[config.mk]
export PLATFORM = sky130hd
export DESIGN_NAME = xbar_master_port
export DESIGN_NICKNAME = d
export VERILOG_FILES = /design/src/design/xbar_pkg.sv /design/src/design/xbar_return_stage.sv /design/src/design/xbar_master_port.sv
export VERILOG_INCLUDE_DIRS = /design/src /design/src/design
export SDC_FILE = /design/constraint.sdc
export NUM_CORES = 1
export LEC_CHECK = 0
export ABC_AREA = 1
export BUFFER_PORTS_ARGS = -buffer_cell sky130_fd_sc_hd__buf_2
export CORE_ASPECT_RATIO = 1.2
export CORE_MARGIN = 4
export CORE_UTILIZATION = 25
export DETAILED_ROUTE_END_ITERATION = 12
export PLACE_DENSITY = 0.52
export SLEW_MARGIN = 20
export SYNTH_ARGS = -nofsm -noshare
export SYNTH_HDL_FRONTEND = slang
export SYNTH_HIERARCHICAL = 1
export SYNTH_SLANG_ARGS = --single-unit
[constraint.sdc]
create_clock -name core_clk -period 3.6 [get_ports core_clk]
set_clock_uncertainty 0.15 [all_clocks]
set_input_delay 0.72 -clock core_clk [delete_from_list [all_inputs] [get_ports core_clk]]
set_output_delay 0.72 -clock core_clk [all_outputs]
set_load 0.05 [all_outputs]
[src/design/xbar_defs.svh]
// constants for the bus matrix master port: transfer codes, responses, reset values
`ifndef XBAR_DEFS_SVH
`define XBAR_DEFS_SVH

`define XBAR_TRANS_W        2
`define XBAR_TRANS_IDLE     2'h0
`define XBAR_TRANS_NONSEQ   2'h2
`define XBAR_RESP_OKAY      1'h0
`define XBAR_RESP_ERROR     1'h1
`define XBAR_SIZE_W         3
`define XBAR_BURST_W        3
`define XBAR_PROT_W         4
`define XBAR_MASTER_W       4
`define XBAR_ADDR_W_DEF     32
`define XBAR_ADDR_W_MIN     32
`define XBAR_ADDR_W_MAX     64
`define XBAR_DATA_W_DEF     32
`define XBAR_USER_W_DEF     4
`define XBAR_RST_SELECT     1'h0
`define XBAR_RST_READY      1'h1
`define XBAR_RST_SIZE       3'h0
`define XBAR_RST_BURST      3'h0
`define XBAR_RST_PROT       4'h0
`define XBAR_RST_MASTER     4'h0

`endif

[src/design/xbar_pkg.sv]
// types shared by the bus matrix master port files
package xbar_pkg;

    // one-hot sequencer states of the master port
    typedef enum logic [3:0] {
        ST_IDLE = 4'h1,
        ST_ADDR = 4'h2,
        ST_DATA = 4'h4,
        ST_ERR  = 4'h8
    } port_state_t;

endpackage

[src/design/xbar_return_stage.sv]
// return stage: registers read data, response and read sideband toward the upstream master
`timescale 1ns/100ps
`include "xbar_defs.svh"

module xbar_return_stage #(
    parameter int DATA_W = `XBAR_DATA_W_DEF,
    parameter int UW     = 1
) (
    input  wire logic              core_clk,
    input  wire logic              rst,
    input  wire logic              load,
    input  wire logic              clear,
    input  wire logic [DATA_W-1:0] rdata_in,
    input  wire logic              resp_in,
    input  wire logic [UW-1:0]     ruser_in,
    output logic      [DATA_W-1:0] rdata_out,
    output logic                   resp_out,
    output logic      [UW-1:0]     ruser_out
);

    logic [DATA_W-1:0] rdata_reg, rdata_next;
    logic              resp_reg,  resp_next;
    logic [UW-1:0]     ruser_reg, ruser_next;

    // capture on completion, drop the response back to okay when idle
    always_comb begin
        rdata_next = rdata_reg;
        resp_next  = resp_reg;
        ruser_next = ruser_reg;
        if (load) begin
            rdata_next = rdata_in;
            resp_next  = resp_in;
            ruser_next = ruser_in;
        end else if (clear) begin
            resp_next = `XBAR_RESP_OKAY;
        end
    end

    // register the return values
    always_ff @(posedge core_clk) begin
        if (rst) begin
            rdata_reg <= '0;
            resp_reg  <= `XBAR_RESP_OKAY;
            ruser_reg <= '0;
        end else begin
            rdata_reg <= rdata_next;
            resp_reg  <= resp_next;
            ruser_reg <= ruser_next;
        end
    end

    assign rdata_out = rdata_reg;
    assign resp_out  = resp_reg;
    assign ruser_out = ruser_reg;

endmodule // xbar_return_stage

[src/design/xbar_master_port.sv]
// bus matrix master port: forwards one upstream transfer to a downstream slave bus
`timescale 1ns/100ps
`include "xbar_defs.svh"

module xbar_master_port #(
    parameter int ADDR_W = `XBAR_ADDR_W_DEF,
    parameter int DATA_W = `XBAR_DATA_W_DEF,
    parameter int USER_W = `XBAR_USER_W_DEF
) (
    input  wire logic                                   core_clk,
    input  wire logic                                   rst,
    // upstream slave port
    input  wire logic                                   in_sel,
    input  wire logic [`XBAR_TRANS_W-1:0]               in_trans,
    input  wire logic [ADDR_W-1:0]                      in_addr,
    input  wire logic                                   in_write,
    input  wire logic [`XBAR_SIZE_W-1:0]                in_size,
    input  wire logic [`XBAR_BURST_W-1:0]               in_burst,
    input  wire logic [`XBAR_PROT_W-1:0]                in_prot,
    input  wire logic [`XBAR_MASTER_W-1:0]              in_master,
    input  wire logic                                   in_lock,
    input  wire logic                                   in_ready,
    input  wire logic [DATA_W-1:0]                      in_wdata,
    input  wire logic [((USER_W == 0) ? 1 : USER_W)-1:0] in_addr_sideband,
    input  wire logic [((USER_W == 0) ? 1 : USER_W)-1:0] in_wdata_sideband,
    output logic                                        upstream_ready_feedback,
    output logic                                        in_resp,
    output logic      [DATA_W-1:0]                      in_rdata,
    output logic      [((USER_W == 0) ? 1 : USER_W)-1:0] in_rdata_sideband,
    // downstream master port
    output logic                                        port_slave_select,
    output logic      [`XBAR_TRANS_W-1:0]               port_trans,
    output logic      [ADDR_W-1:0]                      port_addr,
    output logic                                        port_write_flag,
    output logic      [`XBAR_SIZE_W-1:0]                port_transfer_size,
    output logic      [`XBAR_BURST_W-1:0]               port_burst,
    output logic      [`XBAR_PROT_W-1:0]                port_prot,
    output logic      [`XBAR_MASTER_W-1:0]              forwarded_master_id,
    output logic                                        forwarded_lock_flag,
    output logic      [DATA_W-1:0]                      port_write_bus,
    output logic                                        port_ready_broadcast,
    output logic      [((USER_W == 0) ? 1 : USER_W)-1:0] out_addr_sideband,
    output logic      [((USER_W == 0) ? 1 : USER_W)-1:0] out_wdata_sideband,
    input  wire logic                                   port_slave_ready,
    input  wire logic                                   port_slave_response,
    input  wire logic [DATA_W-1:0]                      port_read_bus,
    input  wire logic [((USER_W == 0) ? 1 : USER_W)-1:0] out_rdata_sideband
);

    localparam int UW = (USER_W == 0) ? 1 : USER_W;
    localparam logic USER_ON = (USER_W != 0);

    xbar_pkg::port_state_t state_reg, state_next;

    logic                       sel_reg,   sel_next;
    logic [`XBAR_TRANS_W-1:0]   trans_reg, trans_next;
    logic [ADDR_W-1:0]          addr_reg,  addr_next;
    logic                       write_reg, write_next;
    logic [`XBAR_SIZE_W-1:0]    size_reg,  size_next;
    logic [`XBAR_BURST_W-1:0]   burst_reg, burst_next;
    logic [`XBAR_PROT_W-1:0]    prot_reg,  prot_next;
    logic [`XBAR_MASTER_W-1:0]  mid_reg,   mid_next;
    logic                       lock_reg,  lock_next;
    logic [DATA_W-1:0]          wdata_reg, wdata_next;
    logic                       bcast_reg, bcast_next;
    logic                       rdyfb_reg, rdyfb_next;
    logic [UW-1:0]              auser_reg, auser_next;
    logic [UW-1:0]              wuser_reg, wuser_next;
    logic                       accept;
    logic                       done;

    // a transfer is taken when selected, active and the upstream bus is ready
    assign accept = (state_reg == xbar_pkg::ST_IDLE) && in_sel && in_trans[1] && in_ready;
    assign done   = (state_reg == xbar_pkg::ST_DATA) && port_slave_ready;

    // sequencer and master port address/data phase values
    always_comb begin
        state_next = state_reg;
        sel_next   = sel_reg;
        trans_next = trans_reg;
        addr_next  = addr_reg;
        write_next = write_reg;
        size_next  = size_reg;
        burst_next = burst_reg;
        prot_next  = prot_reg;
        mid_next   = mid_reg;
        lock_next  = lock_reg;
        wdata_next = wdata_reg;
        bcast_next = bcast_reg;
        rdyfb_next = rdyfb_reg;
        auser_next = auser_reg;
        wuser_next = wuser_reg;
        unique case (state_reg)
            xbar_pkg::ST_IDLE: begin
                bcast_next = 1'b1;
                rdyfb_next = 1'b1;
                if (accept) begin
                    state_next = xbar_pkg::ST_ADDR;
                    sel_next   = 1'b1;
                    trans_next = `XBAR_TRANS_NONSEQ;
                    addr_next  = in_addr;
                    write_next = in_write;
                    size_next  = in_size;
                    burst_next = in_burst;
                    prot_next  = in_prot;
                    mid_next   = in_master;
                    lock_next  = in_lock;
                    auser_next = USER_ON ? in_addr_sideband : '0;
                    rdyfb_next = 1'b0;
                end
            end
            xbar_pkg::ST_ADDR: begin
                // slaves sample the address phase on this edge
                state_next = xbar_pkg::ST_DATA;
                sel_next   = 1'b0;
                trans_next = `XBAR_TRANS_IDLE;
                bcast_next = 1'b0;
                wdata_next = in_wdata;
                wuser_next = USER_ON ? in_wdata_sideband : '0;
            end
            xbar_pkg::ST_DATA: begin
                if (port_slave_ready) begin
                    bcast_next = 1'b1;
                    if (port_slave_response == `XBAR_RESP_ERROR) begin
                        state_next = xbar_pkg::ST_ERR; // first cycle of a two-cycle error
                    end else begin
                        state_next = xbar_pkg::ST_IDLE;
                        rdyfb_next = 1'b1;
                    end
                end
            end
            xbar_pkg::ST_ERR: begin
                state_next = xbar_pkg::ST_IDLE;
                rdyfb_next = 1'b1;
            end
            default: begin
                state_next = xbar_pkg::ST_IDLE;
            end
        endcase
    end

    // register the sequencer and all master port outputs
    always_ff @(posedge core_clk) begin
        if (rst) begin
            state_reg <= xbar_pkg::ST_IDLE;
            sel_reg   <= `XBAR_RST_SELECT;
            trans_reg <= `XBAR_TRANS_IDLE;
            addr_reg  <= '0;
            write_reg <= 1'b0;
            size_reg  <= `XBAR_RST_SIZE;
            burst_reg <= `XBAR_RST_BURST;
            prot_reg  <= `XBAR_RST_PROT;
            mid_reg   <= `XBAR_RST_MASTER;
            lock_reg  <= 1'b0;
            wdata_reg <= '0;
            bcast_reg <= `XBAR_RST_READY;
            rdyfb_reg <= `XBAR_RST_READY;
            auser_reg <= '0;
            wuser_reg <= '0;
        end else begin
            state_reg <= state_next;
            sel_reg   <= sel_next;
            trans_reg <= trans_next;
            addr_reg  <= addr_next;
            write_reg <= write_next;
            size_reg  <= size_next;
            burst_reg <= burst_next;
            prot_reg  <= prot_next;
            mid_reg   <= mid_next;
            lock_reg  <= lock_next;
            wdata_reg <= wdata_next;
            bcast_reg <= bcast_next;
            rdyfb_reg <= rdyfb_next;
            auser_reg <= auser_next;
            wuser_reg <= wuser_next;
        end
    end

    // response path back to the owning upstream master
    xbar_return_stage #(
        .DATA_W (DATA_W),
        .UW     (UW)
    ) u_return (
        .core_clk  (core_clk),
        .rst       (rst),
        .load      (done),
        .clear     (state_reg == xbar_pkg::ST_IDLE),
        .rdata_in  (port_read_bus),
        .resp_in   (port_slave_response),
        .ruser_in  (USER_ON ? out_rdata_sideband : {UW{1'b0}}),
        .rdata_out (in_rdata),
        .resp_out  (in_resp),
        .ruser_out (in_rdata_sideband)
    );

    assign upstream_ready_feedback = rdyfb_reg;
    assign port_slave_select       = sel_reg;
    assign port_trans              = trans_reg;
    assign port_addr               = addr_reg;
    assign port_write_flag         = write_reg;
    assign port_transfer_size      = size_reg;
    assign port_burst              = burst_reg;
    assign port_prot               = prot_reg;
    assign forwarded_master_id     = mid_reg;
    assign forwarded_lock_flag     = lock_reg;
    assign port_write_bus          = wdata_reg;
    assign port_ready_broadcast    = bcast_reg;
    assign out_addr_sideband       = auser_reg;
    assign out_wdata_sideband      = wuser_reg;

    // ==========================================================
    // checks
    bcast_addr_a: assert property (@(posedge core_clk) disable iff (rst)
        (state_reg == xbar_pkg::ST_ADDR) |-> port_ready_broadcast ##1 !port_ready_broadcast)
        else $error("broadcast ready wrong around address phase");
    resp_fwd_a: assert property (@(posedge core_clk) disable iff (rst)
        (done && !port_slave_response) |=> (upstream_ready_feedback && !in_resp
        && in_rdata == $past(port_read_bus)))
        else $error("okay response not forwarded");
    select_pulse_a: assert property (@(posedge core_clk) disable iff (rst)
        accept |=> (port_slave_select && port_trans == `XBAR_TRANS_NONSEQ) ##1 !port_slave_select)
        else $error("select not one address phase");
    wdata_fwd_a: assert property (@(posedge core_clk) disable iff (rst)
        (state_reg == xbar_pkg::ST_ADDR) |=> port_write_bus == $past(in_wdata))
        else $error("write data not forwarded");
    auser_fwd_a: assert property (@(posedge core_clk) disable iff (rst || !USER_ON)
        accept |=> out_addr_sideband == $past(in_addr_sideband))
        else $error("address sideband not forwarded");
    wuser_fwd_a: assert property (@(posedge core_clk) disable iff (rst || !USER_ON)
        (state_reg == xbar_pkg::ST_ADDR) |=> out_wdata_sideband == $past(in_wdata_sideband))
        else $error("write sideband not forwarded");
    user_off_a: assert property (@(posedge core_clk) disable iff (rst)
        !USER_ON |-> (out_addr_sideband == '0 && out_wdata_sideband == '0 && in_rdata_sideband == '0))
        else $error("sideband active with zero width");
    addr_fwd_a: assert property (@(posedge core_clk) disable iff (rst)
        accept |=> port_addr == $past(in_addr))
        else $error("address not forwarded at full width");
    err_two_cycle_a: assert property (@(posedge core_clk) disable iff (rst)
        (done && port_slave_response) |=> (!upstream_ready_feedback && in_resp)
        ##1 (upstream_ready_feedback && in_resp))
        else $error("error response not two cycles");
    master_id_a: assert property (@(posedge core_clk) disable iff (rst)
        accept |=> (forwarded_master_id == $past(in_master) && forwarded_lock_flag == $past(in_lock)))
        else $error("master id or lock not forwarded");
    reset_idle_a: assert property (@(posedge core_clk)
        $past(rst) |-> (!port_slave_select && port_trans == `XBAR_TRANS_IDLE && upstream_ready_feedback))
        else $error("master port not idle after reset");

endmodule // xbar_master_port

==> impl_metrics.yaml, run 1 <==
min_path:
  hp-class: "register to register"
  min-delay-start: "port_write_bus[21]"
clocking:
  clkTransAtPathRegs_ns: 0.06
  cts_sinks: 132
  cts_tree: "done"
  cts_buffers: 17
  cts_buffer_depth: 2
  holdBufCountCts: 0
  ctsResizeCount: 0
  insertion_delay_ns: 0.41
  post_cts_buffers: 0
  cts_root_buf: "clkbuf_16"
  ctsHtreeMaxLevel: 4
run:
  drv_cap: 0
status:
  status: "complete, no violations"
grt:
  grt_pass1_vias: 4445
  antenna_found_initial: 0
  grt_max_degree: 56
  overflow: 0
  grt_use_total_pct: 13.29
  grt_pass1_wl_um: 23070
floorplan:
  core_um2: 18920
  initial_utilization_pct: 25.49
  die_h_um: 160.2
  rows: 55
  dieArea_um2: 21590
  fp.dieW_um: 134.8
  pin_count: 262
synth:
  syn-num-nets: 733
  ys_types: 25
  syn_area_um2: 4823
  synth_area_per_cell_um2: 8.026
  synth_seq_area_share_pct: 54.79
  syn_inst: 601
  synth_seq_cells: 132
  yosysWarnings: 6
drt:
  drtIter0Drc: 278
  via_count: 4747
  antenna_left: 0
  drt-total-wl_um: 14800
  post_drt_wl_per_cell_um: 13.29
  route.detailed.drc: 0
  firstDrtPassIters: 4
  vias_per_cell: 4.261
timing:
  clock.fmax_mhz: 473.4
  setup_violations: 0
  tightest_slew_ns: 0.5807
  rsz0062_at_grt: "no"
  relSlewSlack_pct: 61.23
  finalSetupTns_ns: 0
  period_minus_slack_ns: 2.112
  hold_violations: 0
  period_share_pct: 58.68
  slew_viol_final: 0
placement:
  routabilityCongestion: 0.7309
  io_buffer_count: 259
  dpl.hpwl_um: 10120
  postPlaceCellArea_um2: 6221
power_and_ir_drop:
  pwr_density_cell_nw_per_um2: 525.5
  vdd_drop_max_mv: 0.2791
  power.total_uw: 3578
  p_leak_uw: 0.003403
final_layout:
  fin_nets: 977
  finalInstanceArea_um2: 6809
  areaGrowthSynthToFinish_pct: 41.17
  diodes: 0
  final_common_cell: "buf_2"
  final_cell_mix: "buf_2, nor2_1, dfxtp_1, o21ai_0, nand2_1"
  drive_gt1_share_pct: 37.30
  filler_cell_count: 2036
  final_core_util_pct: 35.98
setup_path:
  critPathMaxFanout: 39
  crit_path_end_kind: "register"
  reg2reg_from: "state_reg[3]"
  critPathKind: "register to register"
  worstSetupStartpointType: "register"
  startpoint: "state_reg[3]"
  worstPathRequired_ns: 3.75
  cp.arrival_ns: 2.27
routing by layer:
metal	track usage [%]	routed length, um	vias to the layer above
met5	0	0	-
met4	5.139	277	0
met3	5.009	1178	14
met2	21.07	6988	171
met1	16.30	6359	2122
li1	-	-	2440
cells by family after synthesis:
logic type             Yosys count  synth area share, %
flip-flops                     132                54.79
AO/OA/AOI/OAI                  128                13.33
buffers and inverters           55                7.134
AND/OR/NAND/NOR                285                24.67
other                            1              0.07775
power by group:
group          total [uW]  switching (uW)  internal, uW
sequential           1520            18.0          1500
combinational         342             240           102
clock                1720             664          1060
total                3580             922          2660
worst max-delay path, cell delays in order, from the launching register on:
cell,delay [ns]
dfxtp_1,0.33
nor2_2,0.10
buf_4,0.39
nand2_2,0.21
nor2_8,0.12
inv_2,0.22
buf_4,0.26
nor2_1,0.14
nor2_1,0.06
final timing paths:
kind | endpoint | slack [ns] | cells past startpoint
max | port_addr[3] | 1.49 | 8
min | port_write_bus[21] | 0.31 | 2
min reg2reg | port_write_bus[21] | 0.31 | 2
max reg2reg | port_addr[3] | 1.49 | 8
metrics by stage:
| stage | setup WS (ns) | hold slack, ns | cells |
|---|---|---|---|
| 4_1_cts | 1.442 | 0.3087 | 1114 |
| 2_1_floorplan | 1.817 | 0.4059 | 601 |
| 3_3_place_gp | 1.315 | 0.2913 | 1082 |
| 6_report | 1.488 | 0.3071 | 1114 |
| 5_1_grt | 1.265 | 0.3208 | 1114 |
| 3_5_place_dp | 1.318 | 0.2927 | 1082 |
cell type report:
| class | count | area [um^2] | area share [%] |
|---|---|---|---|
| Inverter | 12 | 52.55 | 0.7718 |
| Multi-Input combinational cell | 414 | 1842 | 27.05 |
| Tap cell | 256 | 320.3 | 4.704 |
| Clock buffer | 20 | 456.7 | 6.707 |
| Clock inverter | 12 | 131.4 | 1.929 |
| Sequential cell | 132 | 2643 | 38.81 |
| Timing Repair Buffer | 268 | 1364 | 20.03 |
synth_stat cells:
cell type | n | area share [%]
conb_1 | 1 | 0.078
o21ai_0 | 74 | 7.7
clkbuf_1 | 16 | 1.2
nor2_1 | 172 | 13
nor2_4 | 1 | 0.23
buf_12 | 1 | 0.42
buf_8 | 2 | 0.62
o211ai_1 | 1 | 0.16
nand2_2 | 1 | 0.13
buf_4 | 7 | 1.1
nand2_1 | 49 | 3.8
nand3b_1 | 1 | 0.16
a21oi_1 | 39 | 4.0
inv_1 | 8 | 0.62
clkbuf_2 | 2 | 0.21
nor3_1 | 1 | 0.10
buf_2 | 8 | 0.83
o21ai_1 | 14 | 1.5
dfxtp_1 | 132 | 55
inv_8 | 1 | 0.23
nand3_1 | 47 | 4.9
inv_2 | 3 | 0.23
nor2_8 | 1 | 0.42
buf_6 | 7 | 1.6
nor2_2 | 12 | 1.6
No activity file was read; power rests on OpenSTA's default activity.
==> inputs of run 2 (changes only) <==
PLACE_DENSITY = 0.54   (was 0.52)
clock period = 1.9 ns   (was 3.6 ns; I/O delays follow)
==> run 2 against run 1 <==
  * Total power increased by 94%
  * Register-to-register slack got worse by 1.2 ns
  * Sequential cell count unchanged
  * Clock-buffer cell count is 2 higher
  * Wire length increased by 1.2%
  * Critical path depth did not move
  * Sequential share of layout area down 0.79 points
  * Combinational power is 96% higher
  * Die area is the same
  * Setup slack worse by 1.2 ns
  * Global-route usage grew 0.34 points
  * Via count grew 0.40%
  * Largest power group unchanged
  * Highest routed layer unchanged
==> impl_metrics.yaml, run 2 (synthesis results as in run 1) <==
status:
  status: "complete, no violations"
drt:
  post_drt_wl_per_cell_um: 13.41
  via_count: 4766
  firstDrtPassIters: 4
  drtIter0Drc: 181
  drt-total-wl_um: 14990
  vias_per_cell: 4.263
  route.detailed.drc: 0
  antenna_left: 0
floorplan:
  dieArea_um2: 21590
  pin_count: 262
  fp.dieW_um: 134.8
  initial_utilization_pct: 25.49
  core_um2: 18920
  die_h_um: 160.2
  rows: 55
min_path:
  whs_path_depth: 3
  hp-class: "input port to register"
clocking:
  holdBufCountCts: 0
  cts_tree: "done"
  ctsHtreeMaxLevel: 4
  cts_sinks: 132
  insertion_delay_ns: 0.40
  cts_buffers: 17
  cts_root_buf: "clkbuf_16"
  clkTransAtPathRegs_ns: 0.06
  ctsResizeCount: 0
  cts_buffer_depth: 2
  post_cts_buffers: 0
placement:
  dpl.hpwl_um: 10240
  routabilityCongestion: 0.7554
  io_buffer_count: 259
  dp_cells: 1088
timing:
  period_minus_slack_ns: 1.596
  slew_viol_final: 0
  clock.fmax_mhz: 626.6
  hold_violations: 0
  rsz0062_at_grt: "no"
  setup_violations: 0
  period_share_pct: 83.99
  finalSetupTns_ns: 0
final_layout:
  fin_nets: 983
  diodes: 0
  final_common_cell: "buf_2"
  drive_gt1_share_pct: 37.59
  filler_cell_count: 1980
  final_cell_mix: "buf_2, nor2_1, dfxtp_1, o21ai_0, nand2_1"
  finalNonFillerCells: 1118
  areaGrowthSynthToFinish_pct: 44.10
grt:
  antenna_found_initial: 0
  grt_use_total_pct: 13.63
  grt_pass1_vias: 4628
  grt_max_degree: 56
  overflow: 0
  grt_pass1_wl_um: 23690
setup_path:
  worstPathRequired_ns: 2.04
  critPathKind: "register to register"
  reg2reg_depth: 8
  crit_path_end_kind: "register"
  worstSetupStartpointType: "register"
  critPathMaxFanout: 39
  cp.arrival_ns: 1.74
run:
  drv_cap: 0
power_and_ir_drop:
  p_leak_uw: 0.003468
  pwr_density_cell_nw_per_um2: 1001
  vdd_drop_max_mv: 0.5531
  power.total_uw: 6956
## run 2: changes by cell type in the layout (fill, tap and decap cells not counted)
cell,before,now
clkbuf_8,2,4
clkinv_4,3,0
clkinv_2,3,1
bufinv_16,2,3
buf_12,0,6
## run 2: worst max-delay path, cell delays in order (launching register included)
cell and delay (ns):
dfxtp_1 0.34, inv_1 0.06, nor2_1 0.12, nand2_1 0.13
nor2_2 0.15, buf_12 0.22, inv_8 0.13, nor2_1 0.11
nor2_1 0.05
## run 2: path summary, 6_finish.rpt
kind,end,slack [ns],start
max,u_return/rdata_out[11],0.30,state_reg[2]
min,port_addr[18],0.04,in_addr[18]
max reg2reg,u_return/rdata_out[11],0.30,state_reg[2]
min reg2reg,out_wdata_sideband[3],0.30,out_wdata_sideband[3]
## run 2: power by group
part	total (uW)	leakage [uW]	internal (uW)	switching [uW]
clock network	3410	0.000286	2190	1220
logic	670	0.00211	211	459
registers	2870	0.00107	2840	33.3
## run 2: metrics by stage
stage	setup slack, ns	instance area, um^2	hold slack, ns	util (%)
after floorplan	0.2693	4823	0.3582	-
after global placement	0.2797	6341	0.2947	33.51
after detailed placement	0.2510	6341	0.2986	33.51
after CTS	0.2842	6950	0.01772	36.73
after global routing	0.09123	6950	0.02263	36.73
final	0.3041	6950	0.04002	36.73
## run 2: per-layer routing
layer / vias to the layer above / GRT usage [%] / share of wire (%)
li1: 2448 / - / -
met1: 2124 / 16.15 / 43
met2: 173 / 22.67 / 47
met3: 21 / 4.978 / 8.4
met4: 0 / 4.676 / 1.9
met5: - / 0 / 0
## run 2: layout make-up
| class | count | area [um^2] | share of cell area (%) |
|---|---|---|---|
| timing repair buffer | 274 | 1484 | 21.35 |
| inverter | 12 | 52.55 | 0.7561 |
| multi-input combinational | 414 | 1842 | 26.50 |
| clock inverter | 8 | 125.1 | 1.800 |
| tap | 256 | 320.3 | 4.608 |
| clock buffer | 22 | 484.2 | 6.967 |
| sequential | 132 | 2643 | 38.02 |
